File: config.mk
export PLATFORM = sky130hd
export DESIGN_NAME = mhp_parser
export DESIGN_NICKNAME = d
export VERILOG_FILES = /design/src/mhp_pkg.sv /design/src/mhp_parser.sv
export VERILOG_INCLUDE_DIRS = /design/src /design/src/src
export SDC_FILE = /design/constraint.sdc
export NUM_CORES = 1
export LEC_CHECK = 0
export BUFFER_PORTS_ARGS = -buffer_cell sky130_fd_sc_hd__buf_2
export CAP_MARGIN = 40
export CORE_MARGIN = 4
export CORE_UTILIZATION = 45
export CTS_CLUSTER_DIAMETER = 120
export CTS_CLUSTER_SIZE = 20
export DETAILED_ROUTE_END_ITERATION = 12
export SETUP_SLACK_MARGIN = 0.05
export SLEW_MARGIN = 5
export SYNTH_ARGS = -nofsm -noshare
export SYNTH_HDL_FRONTEND = slang
export SYNTH_HIERARCHICAL = 1
export SYNTH_SLANG_ARGS = --single-unit
File: constraint.sdc
create_clock -name clk_sys -period 17 [get_ports clk_sys]
set_input_delay 3.4 -clock clk_sys [delete_from_list [all_inputs] [get_ports clk_sys]]
set_output_delay 3.4 -clock clk_sys [all_outputs]
set_load 0.01 [all_outputs]
File: src/mhp_params.svh
// Purpose: Offsets, field positions, reset values and limits of the MAC header parser
// Assumes: Included by its bare name
// Notes: Definitions only
`ifndef MHP_PARAMS_SVH
`define MHP_PARAMS_SVH
// ********************
// Register offsets
// ********************
`define MHP_REG_CTRL 8'h00
`define MHP_REG_PANSHORT 8'h04
`define MHP_REG_EUI_LO 8'h08
`define MHP_REG_EUI_HI 8'h0C
`define MHP_REG_STATUS 8'h10
`define MHP_REG_DSTPAN 8'h14
`define MHP_REG_DADDR_LO 8'h18
`define MHP_REG_DADDR_HI 8'h1C
`define MHP_REG_LENGTHS 8'h20
`define MHP_REG_TRAILER 8'h24
// ********************
// Control and status fields, reset values
// ********************
`define MHP_CTRL_LONG 0
`define MHP_CTRL_FILT 1
`define MHP_CTRL_HOLD 2
`define MHP_CTRL_VER_LSB 4
`define MHP_CTRL_RST 32'h0000_0032
`define MHP_ST_DONE 0
`define MHP_ST_ACC 1
`define MHP_ST_LENERR 2
`define MHP_ST_RESERR 3
`define MHP_ST_VERERR 4
`define MHP_RESP_OK 2'h0
`define MHP_RESP_SLV 2'h2
// ********************
// Frame limits
// ********************
`define MHP_MAX_STD 10'h07F
`define MHP_MAX_LONG 10'h3FF
`define MHP_FCS_LEN 10'h002
`define MHP_SEQ_POS 10'h002
`define MHP_BCAST 16'hFFFF
`define MHP_FIFO_DEPTH 8
`endif

File: src/mhp_pkg.sv
// Purpose: Types shared by the MAC header parser
// Assumes: Constants live in mhp_params.svh
// Notes: Frame control struct is laid out so bit 0 of the word is the type LSB
package mhp_pkg;
   // Frame control word, MSB first
   typedef struct packed {
      logic [1:0] srcMode;
      logic [1:0] version;
      logic [1:0] dstMode;
      logic [2:0] resv;
      logic panComp;
      logic ackReq;
      logic pending;
      logic secEn;
      logic [2:0] ftype;
   } mhp_fc_type;
   // One octet of the receive stream
   typedef struct packed {
      logic last;
      logic [7:0] data;
   } mhp_oct_type;
   typedef enum logic [1:0] {
      ST_RUN = 2'b00,
      ST_DROP = 2'b01,
      ST_HOLD = 2'b10
   } mhp_state_type;
endpackage : mhp_pkg

File: src/mhp_parser.sv
// Purpose: Receive-side MAC header parser with destination filtering and AXI4-Lite registers
// Assumes: Octets arrive in order on clk_sys; rxLast marks the final (FCS) octet
// Notes: An 8-deep FIFO buffers the octet stream; the parser stalls in hold mode
//
// The address map and the AXI4-Lite slave port were decided locally.
`timescale 1ns/10ps
`include "mhp_params.svh"

// ********************
// Octet FIFO
// ********************
module mhp_fifo #(
   parameter int WIDTH = 9,
   parameter int DEPTH = 8
) (
   input wire logic clk,
   input wire logic rst,
   input wire logic inValid,
   input wire logic [WIDTH-1:0] inData,
   output logic inReady,
   output logic outValid,
   output logic [WIDTH-1:0] outData,
   input wire logic outReady
);
   localparam int AW = $clog2(DEPTH);
   logic [WIDTH-1:0] mem [DEPTH];
   logic [AW-1:0] wrPtr_q, rdPtr_q;
   logic [AW:0] cnt_q, cnt_d;
   wire push = inValid & inReady;
   wire pop = outValid & outReady;
   // Ready is registered so the source sees a clean flop
   assign cnt_d = cnt_q + (AW+1)'(push) - (AW+1)'(pop);
   assign outValid = cnt_q != '0;
   assign outData = mem[rdPtr_q];
   always_ff @(posedge clk or posedge rst) begin
      if (rst) begin
         wrPtr_q <= '0;
         rdPtr_q <= '0;
         cnt_q <= '0;
         inReady <= 1'b1;
      end else begin
         wrPtr_q <= push ? AW'((wrPtr_q + 1'b1) % DEPTH) : wrPtr_q;
         rdPtr_q <= pop ? AW'((rdPtr_q + 1'b1) % DEPTH) : rdPtr_q;
         cnt_q <= cnt_d;
         inReady <= cnt_d != (AW+1)'(DEPTH);
      end
   end
   // Storage has no reset; only written entries are ever read
   always_ff @(posedge clk) begin
      if (push) begin
         mem[wrPtr_q] <= inData;
      end
   end
endmodule : mhp_fifo

module mhp_parser (
   input wire logic clk_sys,
   input wire logic sys_rst,
   input wire logic rxValid,
   input wire logic [7:0] rxData,
   input wire logic rxLast,
   output logic rxReady,
   input wire logic [7:0] s_axi_awaddr,
   input wire logic s_axi_awvalid,
   output logic s_axi_awready,
   input wire logic [31:0] s_axi_wdata,
   input wire logic [3:0] s_axi_wstrb,
   input wire logic s_axi_wvalid,
   output logic s_axi_wready,
   output logic [1:0] s_axi_bresp,
   output logic s_axi_bvalid,
   input wire logic s_axi_bready,
   input wire logic [7:0] s_axi_araddr,
   input wire logic s_axi_arvalid,
   output logic s_axi_arready,
   output logic [31:0] s_axi_rdata,
   output logic [1:0] s_axi_rresp,
   output logic s_axi_rvalid,
   input wire logic s_axi_rready,
   output logic fltValid,
   output logic fltAccept,
   output logic [1:0] fltDstMode,
   output logic [15:0] fltDstPan,
   output logic [63:0] fltDstAddr
);
   // ********************
   // Declarations
   // ********************
   mhp_pkg::mhp_state_type state_q;
   mhp_pkg::mhp_oct_type oct;
   mhp_pkg::mhp_fc_type fc;
   logic octValid, popRdy;
   logic [15:0] fcWord_q, dstPan_q, fcs_q;
   logic [63:0] dstAddr_q;
   logic [9:0] idx_q, hdrLen_q, frameLen_q, payLen_q;
   logic [7:0] seq_q;
   logic [31:0] ctrl_q, panShort_q, euiLo_q, euiHi_q, rdMux;
   logic [4:0] stat_q, statSet;
   logic awHave_q, wHave_q;
   logic [7:0] awAddr_q;
   logic [31:0] wData_q;
   logic [3:0] wStrb_q;

   mhp_fifo #(.WIDTH(9), .DEPTH(`MHP_FIFO_DEPTH)) u_fifo (
      .clk(clk_sys),
      .rst(sys_rst),
      .inValid(rxValid),
      .inData({rxLast, rxData}),
      .inReady(rxReady),
      .outValid(octValid),
      .outData(oct),
      .outReady(popRdy)
   );

   // ********************
   // Header field decode
   // ********************
   // Field lengths follow from frame control alone, except the aux header
   assign fc = mhp_pkg::mhp_fc_type'(fcWord_q);
   wire dstPres = fc.dstMode[1];
   wire srcPres = fc.srcMode[1];
   wire [9:0] dPanLen = dstPres ? 10'h002 : 10'h000;
   wire [9:0] dAdrLen = !dstPres ? 10'h000 : (fc.dstMode[0] ? 10'h008 : 10'h002);
   wire [9:0] sPanLen = (srcPres && !(fc.panComp && dstPres)) ? 10'h002 : 10'h000;
   wire [9:0] sAdrLen = !srcPres ? 10'h000 : (fc.srcMode[0] ? 10'h008 : 10'h002);
   wire [9:0] dAdrPos = `MHP_SEQ_POS + 10'h001 + dPanLen;
   wire [9:0] auxPos = dAdrPos + dAdrLen + sPanLen + sAdrLen;
   // Aux header length from the key identifier mode of its first octet
   wire [1:0] keyMode = oct.data[4:3];
   wire [9:0] auxLen = (keyMode == 2'h0) ? 10'h005 : (keyMode == 2'h1) ? 10'h006 :
                       (keyMode == 2'h2) ? 10'h00A : 10'h00E;
   wire [9:0] maxLen = ctrl_q[`MHP_CTRL_LONG] ? `MHP_MAX_LONG : `MHP_MAX_STD;
   wire take = octValid & popRdy;
   wire [9:0] lenNow = idx_q + 10'h001;
   wire [9:0] dAdrOff = idx_q - dAdrPos;
   wire [3:0] verMask = ctrl_q[`MHP_CTRL_VER_LSB +: 4];

   // ********************
   // Filter decision at the final octet
   // ********************
   wire lenBad = (lenNow < hdrLen_q + `MHP_FCS_LEN) || (lenNow > maxLen);
   wire resBad = fc.ftype[2] || (fc.dstMode == 2'h1) || (fc.srcMode == 2'h1);
   wire verBad = !verMask[fc.version];
   wire panOk = (dstPan_q == panShort_q[15:0]) || (dstPan_q == `MHP_BCAST);
   wire shortOk = (dstAddr_q[15:0] == panShort_q[31:16]) || (dstAddr_q[15:0] == `MHP_BCAST);
   wire longOk = dstAddr_q == {euiHi_q, euiLo_q};
   wire addrOk = !dstPres || (panOk && (fc.dstMode[0] ? longOk : shortOk));
   wire filtOn = ctrl_q[`MHP_CTRL_FILT];
   wire accept = !lenBad && (!filtOn || (!resBad && !verBad && addrOk));
   wire endNow = take && oct.last;
   assign popRdy = state_q != mhp_pkg::ST_HOLD;
   assign statSet = endNow ? {verBad & filtOn, resBad, lenBad, accept, 1'b1} : 5'h00;

   // Frame control low octet first, then everything else only after it
   always_ff @(posedge clk_sys or posedge sys_rst) begin
      if (sys_rst) begin
         fcWord_q <= 16'h0000;
         seq_q <= 8'h00;
         dstPan_q <= 16'h0000;
         dstAddr_q <= 64'h0;
      end else if (take && state_q == mhp_pkg::ST_RUN) begin
         if (idx_q == 10'h000) begin
            fcWord_q[7:0] <= oct.data;
            dstPan_q <= 16'h0000;
            dstAddr_q <= 64'h0;
         end
         if (idx_q == 10'h001) begin
            fcWord_q[15:8] <= oct.data;
         end
         if (idx_q == `MHP_SEQ_POS) begin
            seq_q <= oct.data;
         end
         if (idx_q > `MHP_SEQ_POS && idx_q < dAdrPos) begin
            dstPan_q[{idx_q[0] ^ 1'b1, 3'b000} +: 8] <= oct.data;
         end
         if (idx_q >= dAdrPos && idx_q < dAdrPos + dAdrLen) begin
            dstAddr_q[{dAdrOff[2:0], 3'b000} +: 8] <= oct.data;
         end
      end
   end

   // Sequencing: header length, overlong drop and optional hold
   always_ff @(posedge clk_sys or posedge sys_rst) begin
      if (sys_rst) begin
         state_q <= mhp_pkg::ST_RUN;
         idx_q <= 10'h000;
         hdrLen_q <= 10'h000;
      end else begin
         case (state_q)
            mhp_pkg::ST_RUN: begin
               if (take) begin
                  idx_q <= oct.last ? 10'h000 : lenNow;
                  if (idx_q == `MHP_SEQ_POS) begin
                     hdrLen_q <= auxPos;
                  end else if (fc.secEn && idx_q == auxPos && idx_q > `MHP_SEQ_POS) begin
                     hdrLen_q <= auxPos + auxLen;
                  end
                  if (endNow && ctrl_q[`MHP_CTRL_HOLD]) begin
                     state_q <= mhp_pkg::ST_HOLD;
                  end else if (!oct.last && lenNow == maxLen) begin
                     state_q <= mhp_pkg::ST_DROP;
                  end
               end
            end
            mhp_pkg::ST_DROP: begin
               if (endNow) begin
                  idx_q <= 10'h000;
                  state_q <= ctrl_q[`MHP_CTRL_HOLD] ? mhp_pkg::ST_HOLD : mhp_pkg::ST_RUN;
               end
            end
            mhp_pkg::ST_HOLD: begin
               if (!stat_q[`MHP_ST_DONE]) begin
                  state_q <= mhp_pkg::ST_RUN;
               end
            end
            default: begin
               state_q <= mhp_pkg::ST_RUN;
            end
         endcase
      end
   end

   // Frame results; FCS is the last two octets, payload what lies between
   always_ff @(posedge clk_sys or posedge sys_rst) begin
      if (sys_rst) begin
         fcs_q <= 16'h0000;
         frameLen_q <= 10'h000;
         payLen_q <= 10'h000;
         fltValid <= 1'b0;
         fltAccept <= 1'b0;
         fltDstMode <= 2'h0;
         fltDstPan <= 16'h0000;
         fltDstAddr <= 64'h0;
      end else begin
         fltValid <= endNow;
         if (take) begin
            fcs_q <= {oct.data, fcs_q[15:8]};
         end
         if (endNow) begin
            frameLen_q <= (state_q == mhp_pkg::ST_DROP) ? maxLen : lenNow;
            payLen_q <= lenBad ? 10'h000 : lenNow - hdrLen_q - `MHP_FCS_LEN;
            fltAccept <= accept && state_q == mhp_pkg::ST_RUN;
            fltDstMode <= fc.dstMode;
            fltDstPan <= dstPan_q;
            fltDstAddr <= dstAddr_q;
         end
      end
   end

   // ********************
   // AXI4-Lite slave
   // ********************
   // Byte-lane merge for writable registers
   function automatic logic [31:0] mergeBytes(input logic [31:0] old, input logic [31:0] nw,
                                               input logic [3:0] strb);
      logic [31:0] res;
      res = old;
      for (int i = 0; i < 4; i++) begin
         if (strb[i]) begin
            res[8*i +: 8] = nw[8*i +: 8];
         end
      end
      return res;
   endfunction : mergeBytes

   wire doWrite = awHave_q & wHave_q & ~s_axi_bvalid;
   wire wrCtrl = doWrite && awAddr_q == `MHP_REG_CTRL;
   wire wrPan = doWrite && awAddr_q == `MHP_REG_PANSHORT;
   wire wrEuiLo = doWrite && awAddr_q == `MHP_REG_EUI_LO;
   wire wrEuiHi = doWrite && awAddr_q == `MHP_REG_EUI_HI;
   wire wrStat = doWrite && awAddr_q == `MHP_REG_STATUS && wStrb_q[0];
   wire wrMapped = wrCtrl | wrPan | wrEuiLo | wrEuiHi | (doWrite && awAddr_q == `MHP_REG_STATUS);
   wire [4:0] statClr = wrStat ? wData_q[4:0] : 5'h00;
   wire rdTake = s_axi_arvalid & s_axi_arready;
   wire rdHit = s_axi_araddr <= `MHP_REG_TRAILER && s_axi_araddr[1:0] == 2'h0;
   // Read select; unmapped offsets return zero with a slave error
   assign rdMux = (s_axi_araddr == `MHP_REG_CTRL) ? ctrl_q :
                  (s_axi_araddr == `MHP_REG_PANSHORT) ? panShort_q :
                  (s_axi_araddr == `MHP_REG_EUI_LO) ? euiLo_q :
                  (s_axi_araddr == `MHP_REG_EUI_HI) ? euiHi_q :
                  (s_axi_araddr == `MHP_REG_STATUS) ? {fcWord_q, 11'h000, stat_q} :
                  (s_axi_araddr == `MHP_REG_DSTPAN) ? {14'h0000, fc.dstMode, dstPan_q} :
                  (s_axi_araddr == `MHP_REG_DADDR_LO) ? dstAddr_q[31:0] :
                  (s_axi_araddr == `MHP_REG_DADDR_HI) ? dstAddr_q[63:32] :
                  (s_axi_araddr == `MHP_REG_LENGTHS) ? {6'h00, payLen_q, 6'h00, frameLen_q} :
                  (s_axi_araddr == `MHP_REG_TRAILER) ? {8'h00, seq_q, fcs_q} : 32'h0000_0000;

   // Write channel: address and data taken in either order, one write at a time
   always_ff @(posedge clk_sys or posedge sys_rst) begin
      if (sys_rst) begin
         awHave_q <= 1'b0;
         wHave_q <= 1'b0;
         awAddr_q <= 8'h00;
         wData_q <= 32'h0000_0000;
         wStrb_q <= 4'h0;
         s_axi_awready <= 1'b1;
         s_axi_wready <= 1'b1;
         s_axi_bvalid <= 1'b0;
         s_axi_bresp <= `MHP_RESP_OK;
      end else begin
         if (s_axi_awvalid && s_axi_awready) begin
            awHave_q <= 1'b1;
            awAddr_q <= s_axi_awaddr;
            s_axi_awready <= 1'b0;
         end
         if (s_axi_wvalid && s_axi_wready) begin
            wHave_q <= 1'b1;
            wData_q <= s_axi_wdata;
            wStrb_q <= s_axi_wstrb;
            s_axi_wready <= 1'b0;
         end
         if (doWrite) begin
            awHave_q <= 1'b0;
            wHave_q <= 1'b0;
            s_axi_bvalid <= 1'b1;
            s_axi_bresp <= wrMapped ? `MHP_RESP_OK : `MHP_RESP_SLV;
         end else if (s_axi_bvalid && s_axi_bready) begin
            s_axi_bvalid <= 1'b0;
            s_axi_awready <= 1'b1;
            s_axi_wready <= 1'b1;
         end
      end
   end

   // Registers; a status event in the clearing cycle stays set
   always_ff @(posedge clk_sys or posedge sys_rst) begin
      if (sys_rst) begin
         ctrl_q <= `MHP_CTRL_RST;
         panShort_q <= 32'h0000_0000;
         euiLo_q <= 32'h0000_0000;
         euiHi_q <= 32'h0000_0000;
         stat_q <= 5'h00;
      end else begin
         ctrl_q <= wrCtrl ? (mergeBytes(ctrl_q, wData_q, wStrb_q) & 32'h0000_00F7) : ctrl_q;
         panShort_q <= wrPan ? mergeBytes(panShort_q, wData_q, wStrb_q) : panShort_q;
         euiLo_q <= wrEuiLo ? mergeBytes(euiLo_q, wData_q, wStrb_q) : euiLo_q;
         euiHi_q <= wrEuiHi ? mergeBytes(euiHi_q, wData_q, wStrb_q) : euiHi_q;
         stat_q <= (stat_q & ~statClr) | statSet;
      end
   end

   // Read channel: answer one cycle after the address is taken
   always_ff @(posedge clk_sys or posedge sys_rst) begin
      if (sys_rst) begin
         s_axi_arready <= 1'b1;
         s_axi_rvalid <= 1'b0;
         s_axi_rdata <= 32'h0000_0000;
         s_axi_rresp <= `MHP_RESP_OK;
      end else if (rdTake) begin
         s_axi_arready <= 1'b0;
         s_axi_rvalid <= 1'b1;
         s_axi_rdata <= rdMux;
         s_axi_rresp <= rdHit ? `MHP_RESP_OK : `MHP_RESP_SLV;
      end else if (s_axi_rvalid && s_axi_rready) begin
         s_axi_rvalid <= 1'b0;
         s_axi_arready <= 1'b1;
      end
   end
endmodule : mhp_parser

==> results of run 1 <==
routing by layer:
| metal | GRT usage | vias to the layer above |
|---|---|---|
| met5 | 0 | - |
| met4 | 0.100 | 0 |
| met3 | 0.0457 | 153 |
| met2 | 0.474 | 849 |
| met1 | 0.431 | 9313 |
| li1 | - | 7953 |
where the power goes:
group	internal, W	switching (W)	total, W
registers	0.00156	0.000445	0.00200
clock network	0.000313	0.000403	0.000716
logic	0.000662	0.00123	0.00189
worst max-delay path by stage:
stage | start | end | cells past startpoint | slack, ns
finish | s_axi_araddr[2] | s_axi_rdata[4] | 8 | 11.51
global route | s_axi_araddr[2] | s_axi_rdata[6] | 8 | 11.38
CTS | s_axi_araddr[2] | s_axi_rdata[4] | 8 | 11.60
detailed placement | s_axi_araddr[2] | s_axi_rdata[4] | 8 | 10.98
global placement | sys_rst | dstAddr_q[27] | 4 | 10.87
floorplan | sys_rst | awAddr_q[0] | 1 | 1.46
cells in the mapped netlist (18+ instances only):
library cell,instances
buf_4,19
clkbuf_1,70
nand4_1,32
a22oi_1,32
nand2_1,431
mux2_2,160
buf_2,19
inv_1,65
o21ai_0,111
a221oi_1,22
a222oi_1,21
a21oi_1,37
edfxtp_1,72
nor2_1,57
xnor2_1,86
a22o_1,53
nand3_1,59
dfrtp_1,440
xor2_1,43
ha_1,54
nor4_1,18
kinds of logic (layout without fill, tap and decap cells):
kind of cell / count (synthesis) / count (layout) / share of synthesized area
compound gates: 390 / 390 / 0.112
xor+xnor: 129 / 129 / 0.0464
fa+ha+maj: 59 / 59 / 0.0319
buf+inv: 189 / 338 / 0.0346
flops: 519 / 519 / 0.549
mux: 192 / 192 / 0.100
other cells: 2 / 4 / 0.000308
simple gates: 677 / 677 / 0.126
state kept, by name (all words and copies together) (netlist names), 16 cells and up:
register,cells
dstAddr_q,64
u_fifo/mem,72
fc,16
euiHi_q,32
panShort_q,32
dstPan_q,16
wData_q,32
fltDstAddr,64
fcs_q,16
fltDstPan,16
euiLo_q,32
s_axi_rdata,32
metrics by stage:
step                utilization  std cells  total power, W
floorplan                     -       2159         0.00302
global placement          0.486       2941         0.00380
detailed placement        0.490       2954         0.00387
CTS                       0.505       2995         0.00458
global route              0.505       2996         0.00485
finish                    0.505       2996         0.00461
cell type report:
type	instances	area, µm²
clock buffer	41	771
fill	4717	26300
inverter	67	259
multi-input combinational	1451	10200
sequential	519	13400
tap	688	861
timing repair buffer	230	1380
critical path, stage by stage:
cell and delay [ns]:
buf_2 0.35, or4b_4 0.59, nor2_4 0.70, a222oi_1 0.27
o21ai_0 0.11, o21ai_0 0.20, a41oi_1 0.29, a21o_1 0.11
==> summary.md, run 1 <==
| Metric | Value |
|---|---|
| Setup WS post-layout | `about 12 ns` |
| Min-delay src | `fltDstAddr[46]` |
| Rows | `84` |
| Initial core utilization | `0.459` |
| Synth warn | `6` |
| Gpl congestion | `between 1 and 1.5` |
| Fmax | `182 MHz` |
| IO buf count | `about 190` |
| CP Capture Type | `flip-flop` |
| # diodes | `0` |
| Drt first-iter violations | `2,033` |
| WL per Instance | `a little under 30 µm` |
| Sequential area share after synthesis | `0.549` |
| Peak VDD IR | `0.000124 V` |
| Core box area | `53,100 µm²` |
| Pin count of the biggest net entering global routing | `~170` |
| Drt via density | `6.10` |
| Die Y | `241 µm` |
| Share of layout cells above drive strength 1 | `0.209` |
| Worst slew margin | `0.261` |
| Yosys top cell area share | `0.452` |
| Worst hold path depth | `2` |
| Gate Count Post-Synth | `between 2,000 and 2,500` |
| WP data required | `about 18 ns` |
| Post-DRT Antenna Nets | `0` |
| DR pass1 iterations | `7` |
| Area grow syn2layout | `10.2%` |
| Final Setup Violations | `0` |
| Most common cell after layout, fill and taps aside | `dfrtp_1` |
| Worst-path maximum fanout | `25` |
| Die area | `between 50,000 and 60,000 µm²` |
| Commonest register cell after synthesis | `dfrtp_1` |
| First-pass GRT wire length | `between 100,000 and 150,000 µm` |
| Share of the cycle needed by the critical path after routing | `0.323` |
| Final hold vios | `0` |
| Total gr overflow | `0` |
| GRT Resource Usage Total | `0.301` |
| Worst Tran Pin Value | `between 1 and 1.5 ns` |
| Post-Route WL | `88,200 µm` |
| Largest area contributor in the netlist | `dfrtp_1` |
| Vias in the first global route | `between 15,000 and 20,000` |
| Reg2Reg Launch Point | `fc[11]` |
| Final hold slack | `0.473 ns` |
| MaxCap Viol Count | `0` |
| Pwr dens | `approximately 170 nW/µm²` |
| Netlist Area Pre-Place | `approximately 24,000 µm²` |
| DR top layer | `met4` |
| Drt drc | `0` |
| I/O pins | `195` |
| Clock transition at path regs | `roughly 0.10 ns` |
| Synth Register Bits | `slightly above 500` |
| Yosys cell types | `80` |
| Syn avg cell area | `11.3 µm²` |
| Post-CTS Setup Bufs | `0` |
| Fin nets | `2,426` |
| Synth area leaders | `dfrtp_1 (45%), edfxtp_1 (8.9%), mux2_2 (7.4%)` |
| Total CTS buffers | `29` |
| # hold bufs at CTS | `0` |
| EDFF count, synth | `between 70 and 80` |
| Worst R2R End | `hdrLen_q[3]` |
| P_leak | `around 13 nW` |
| Non-Filler Cell Area, Final | `~27,000 µm²` |
| Clock buffer depth | `3` |
| WS Path Type | `primary input to flip-flop` |
| WL met1 | `between 30,000 and 40,000 µm` |
| Die width | `between 200 and 250 µm` |
| RSZ-0062 raised after global routing | `no` |
| CTS tree | `done` |
| Critical Path AT | `roughly 6.0 ns` |
| Initial antenna violation count | `1` |
| Most frequent cells in the layout | `dfrtp_1 (440), nand2_1 (430), buf_2 (192)` |
| Tmin final | `roughly 5.5 ns` |
| Ys async rst share | `0.861` |
| Via count | `between 15,000 and 20,000` |
| Worst skew pair latency | `between 0.6 and 0.7 ns` |
| Placed Area | `between 20,000 and 30,000 µm²` |
| HPWL Detailed | `between 60,000 and 70,000 µm` |
| Hold/Removal Path Class | `flip-flop to flip-flop` |
| Clock Skew | `0.0271 ns` |
| H-tree Lvls | `1` |
| Reg2Reg Depth | `11` |
| Slew Limit Fails | `0` |
| Clk sink count | `519` |
| Post-cts sizing count | `0` |
| Status | `complete, no violations` |
| Worst setup SP type | `primary input` |
| Worst slack, placed | `about 11 ns` |
| Worst Hold Path EP | `fltDstAddr[46]` |
| FF-to-FF setup slack | `12.72 ns` |
| Root Driver | `clkbuf_16` |
| Met3 wire length | `about 6700 µm` |
| Final setup TNS | `0 ns` |
| Metal2 WL | `between 40,000 and 50,000 µm` |
Note: power is estimated with default switching activity, not from simulation.
==> run 2: changes to the inputs <==
Clock period 17 ns to 5.12 ns, I/O delays scaled along.
==> summary.md, run 2 (synthesis gave the netlist of run 1 again) <==
| Metric | Value |
|---|---|
| WS Path Type | `flip-flop to flip-flop` |
| Total CTS buffers | `29 (unchanged)` |
| Slew Limit Fails | `0 (unchanged)` |
| P_leak | `12.7 nW (about the same)` |
| Sequential power share | `0.434 (about the same)` |
| Post-CTS Setup Bufs | `0 (unchanged)` |
| Largest registers | `u_fifo/mem x72, dstAddr_q x64, fltDstAddr x64` |
| Die Y | `241 µm (unchanged)` |
| H-tree Lvls | `1 (unchanged)` |
| Hold/Removal Path Class | `primary input to async pin` |
| Sw Ratio | `0.439 (-0.0111)` |
| Most frequent cells in the layout | `dfrtp_1 (440), nand2_1 (430), buf_2 (192)` |
| Clock transition at path regs | `0.10 ns (about the same)` |
| Placed Area | `26,000 µm² (about the same)` |
| Post-Route WL | `82,500 µm (-6.5%)` |
| Switch Pwr | `0.00659 W (+220%)` |
| Critical Path AT | `4.26 ns (-1.78 ns)` |
| I/O pins | `195 (unchanged)` |
| Share of layout cells above drive strength 1 | `0.211 (+0.00214)` |
| Worst Tran Pin Value | `1.05 ns (-0.0611 ns)` |
| Die area | `57,900 µm² (unchanged)` |
| GR Util met2 | `0.428 (-0.0461)` |
| Post-cts sizing count | `0 (unchanged)` |
| Fin nets | `2,431 (+0.21%)` |
| Reg2Reg Depth | `11 (unchanged)` |
| Via count | `18,279 (+0.060%)` |
| Grt peak-use layer | `met2` |
| Fillcell total | `4,738 (+0.45%)` |
| DR pass1 iterations | `10 (+3)` |
| Worst skew pair latency | `0.62 ns (about the same)` |
| Pwr dens | `560 nW/µm² (+230%)` |
| Core box area | `53,100 µm² (unchanged)` |
| Worst setup SP type | `flip-flop` |
| Die width | `241 µm (unchanged)` |
| Tmin final | `about 3.8 ns` |
| WL per Instance | `27.5 µm (-6.6%)` |
| IO buf count | `192 (unchanged)` |
| Critical Path Sink | `payLen_q[5]` |
| First-pass GRT wire length | `120,000 µm (-4.6%)` |
| CP Capture Type | `flip-flop` |
| Comb power frac | `0.405 (-0.005)` |
| RSZ-0062 raised after global routing | `no` |
| Status | `complete, no violations` |
| Vias in the first global route | `17,813 (+0.35%)` |
| Crit path launch | `idx_q[1]` |
| Largest register FFs | `72 (unchanged)` |
| Clock Skew | `0.0280 ns (+0.000909 ns)` |
| Worst slack, placed | `1.43 ns (-9.55 ns)` |
| Register name with the most flops | `u_fifo/mem` |
| Share of the cycle needed by the critical path after routing | `0.738` |
| Met1 Use GR | `0.408 (-0.0234)` |
| WP data required | `5.60 ns (-11.95 ns)` |
| Gpl congestion | `1.04 (+3.9%)` |
| # hold bufs at CTS | `0 (unchanged)` |
| FF-to-FF setup slack | `1.34 ns (-11.38 ns)` |
| Drt via density | `6.09 (-0.14%)` |
| Initial antenna violation count | `2 (+1)` |
| Drt first-iter violations | `2,441 (+20%)` |
| Reg2Reg Launch Point | `idx_q[1]` |
| Internal power | `0.00842 W (+230%)` |
| Setup WS post-layout | `1.34 ns (-10.16 ns)` |
| Worst-path maximum fanout | `13 (-48%)` |
| Root Driver | `clkbuf_16` |
| Area grow syn2layout | `10.1% (about the same)` |
| Total power | `0.0150 W (+230%)` |
| Met3 usage | `0.0503 (+0.00457)` |
| Initial core utilization | `0.459 (unchanged)` |
| Peak VDD IR | `0.000329 V (+170%)` |
| Fmax | `265 MHz` |
| Total gr overflow | `0 (unchanged)` |
| HPWL Detailed | `62,800 µm (-5.8%)` |
| Worst R2R End | `payLen_q[5]` |
| Drt drc | `0 (unchanged)` |
| MaxCap Viol Count | `0 (unchanged)` |
| Clk sink count | `519 (unchanged)` |
| Pin count of the biggest net entering global routing | `185 (+8.2%)` |
| Clock buffer depth | `3 (unchanged)` |
| Non-Filler Cell Area, Final | `26,800 µm² (about the same)` |
| Post-DRT Antenna Nets | `0 (unchanged)` |
| CTS tree | `done` |
| Final Setup Violations | `0 (unchanged)` |
| Clock share of power | `0.160 (+0.005)` |
| Rows | `84 (unchanged)` |
| Final hold vios | `0 (unchanged)` |
| GRT Resource Usage Total | `0.280 (-0.0209)` |
| Most common cell after layout, fill and taps aside | `dfrtp_1` |
| Worst slew margin | `0.302 (+0.0407)` |
==> run 2: changes by cell type in the layout (fill, tap and decap cells not counted), moves of 2 or more <==
cell,previous run,this run
buf_4,28,33
buf_16,4,0
nor3_1,14,10
nor3_2,1,5
buf_6,0,3
nor2_1,53,55
nor2_4,3,1
==> run 2: worst min-delay path by stage <==
stage                               start              end  slack [ns]  cells after the start
after floorplan               payLen_q[5]      payLen_q[5]        0.44                      2
after global placement    s_axi_rdata[14]  s_axi_rdata[14]        0.45                      2
after detailed placement    fltDstAddr[1]    fltDstAddr[1]        0.46                      2
after CTS                         sys_rst        stat_q[0]        0.39                      2
after global routing              sys_rst        stat_q[0]        0.40                      2
final                             sys_rst        stat_q[0]        0.41                      2
==> run 2: critical path: stages (launching register included) <==
cell and delay [ns]:
dfrtp_1 0.62, ha_1 0.35, nand2_1 0.12, nor3_1 0.24
xnor2_1 0.36, inv_1 0.10, ha_1 0.32, nand3_1 0.09
nor4_1 0.29, a31oi_1 0.16, or2_1 0.49, o41ai_1 0.49
==> run 2: through the flow <==
stage / TNS, ns / instances / utilization / hold slack, ns
after floorplan: -769.97 / 2159 / - / 0.444
after global placement: 0 / 2943 / 0.487 / 0.450
after detailed placement: 0 / 2960 / 0.490 / 0.458
after CTS: 0 / 3001 / 0.505 / 0.392
after global routing: 0 / 3001 / 0.505 / 0.403
final: 0 / 3002 / 0.505 / 0.406
==> run 2: area by class of cell <==
class / count / area [µm²] / share of cell area
Timing Repair Buffer: 235 / 1360 / 0.0507
Multi-Input combinational cell: 1451 / 10200 / 0.380
Tap cell: 688 / 861 / 0.0321
Inverter: 67 / 255 / 0.00952
Sequential cell: 519 / 13400 / 0.498
Clock buffer: 41 / 771 / 0.0288
Antenna cell: 1 / 2.50 / 0.0000934
==> run 2: per-layer routing <==
layer / vias to the layer above / part of all wire
met3: 159 / 0.083
li1: 7977 / -
met2: 885 / 0.44
met4: 0 / 0.043
met5: - / 0
met1: 9258 / 0.43
==> run 2: power groups by stage <==
stage	Combinational [W]	Clock (W)	Sequential, W
final	0.00609	0.00241	0.00652
after global routing	0.00659	0.00258	0.00661
after CTS	0.00601	0.00245	0.00649
after detailed placement	0.00600	0	0.00657
after global placement	0.00577	0	0.00654
after floorplan	0.00408	0	0.00596
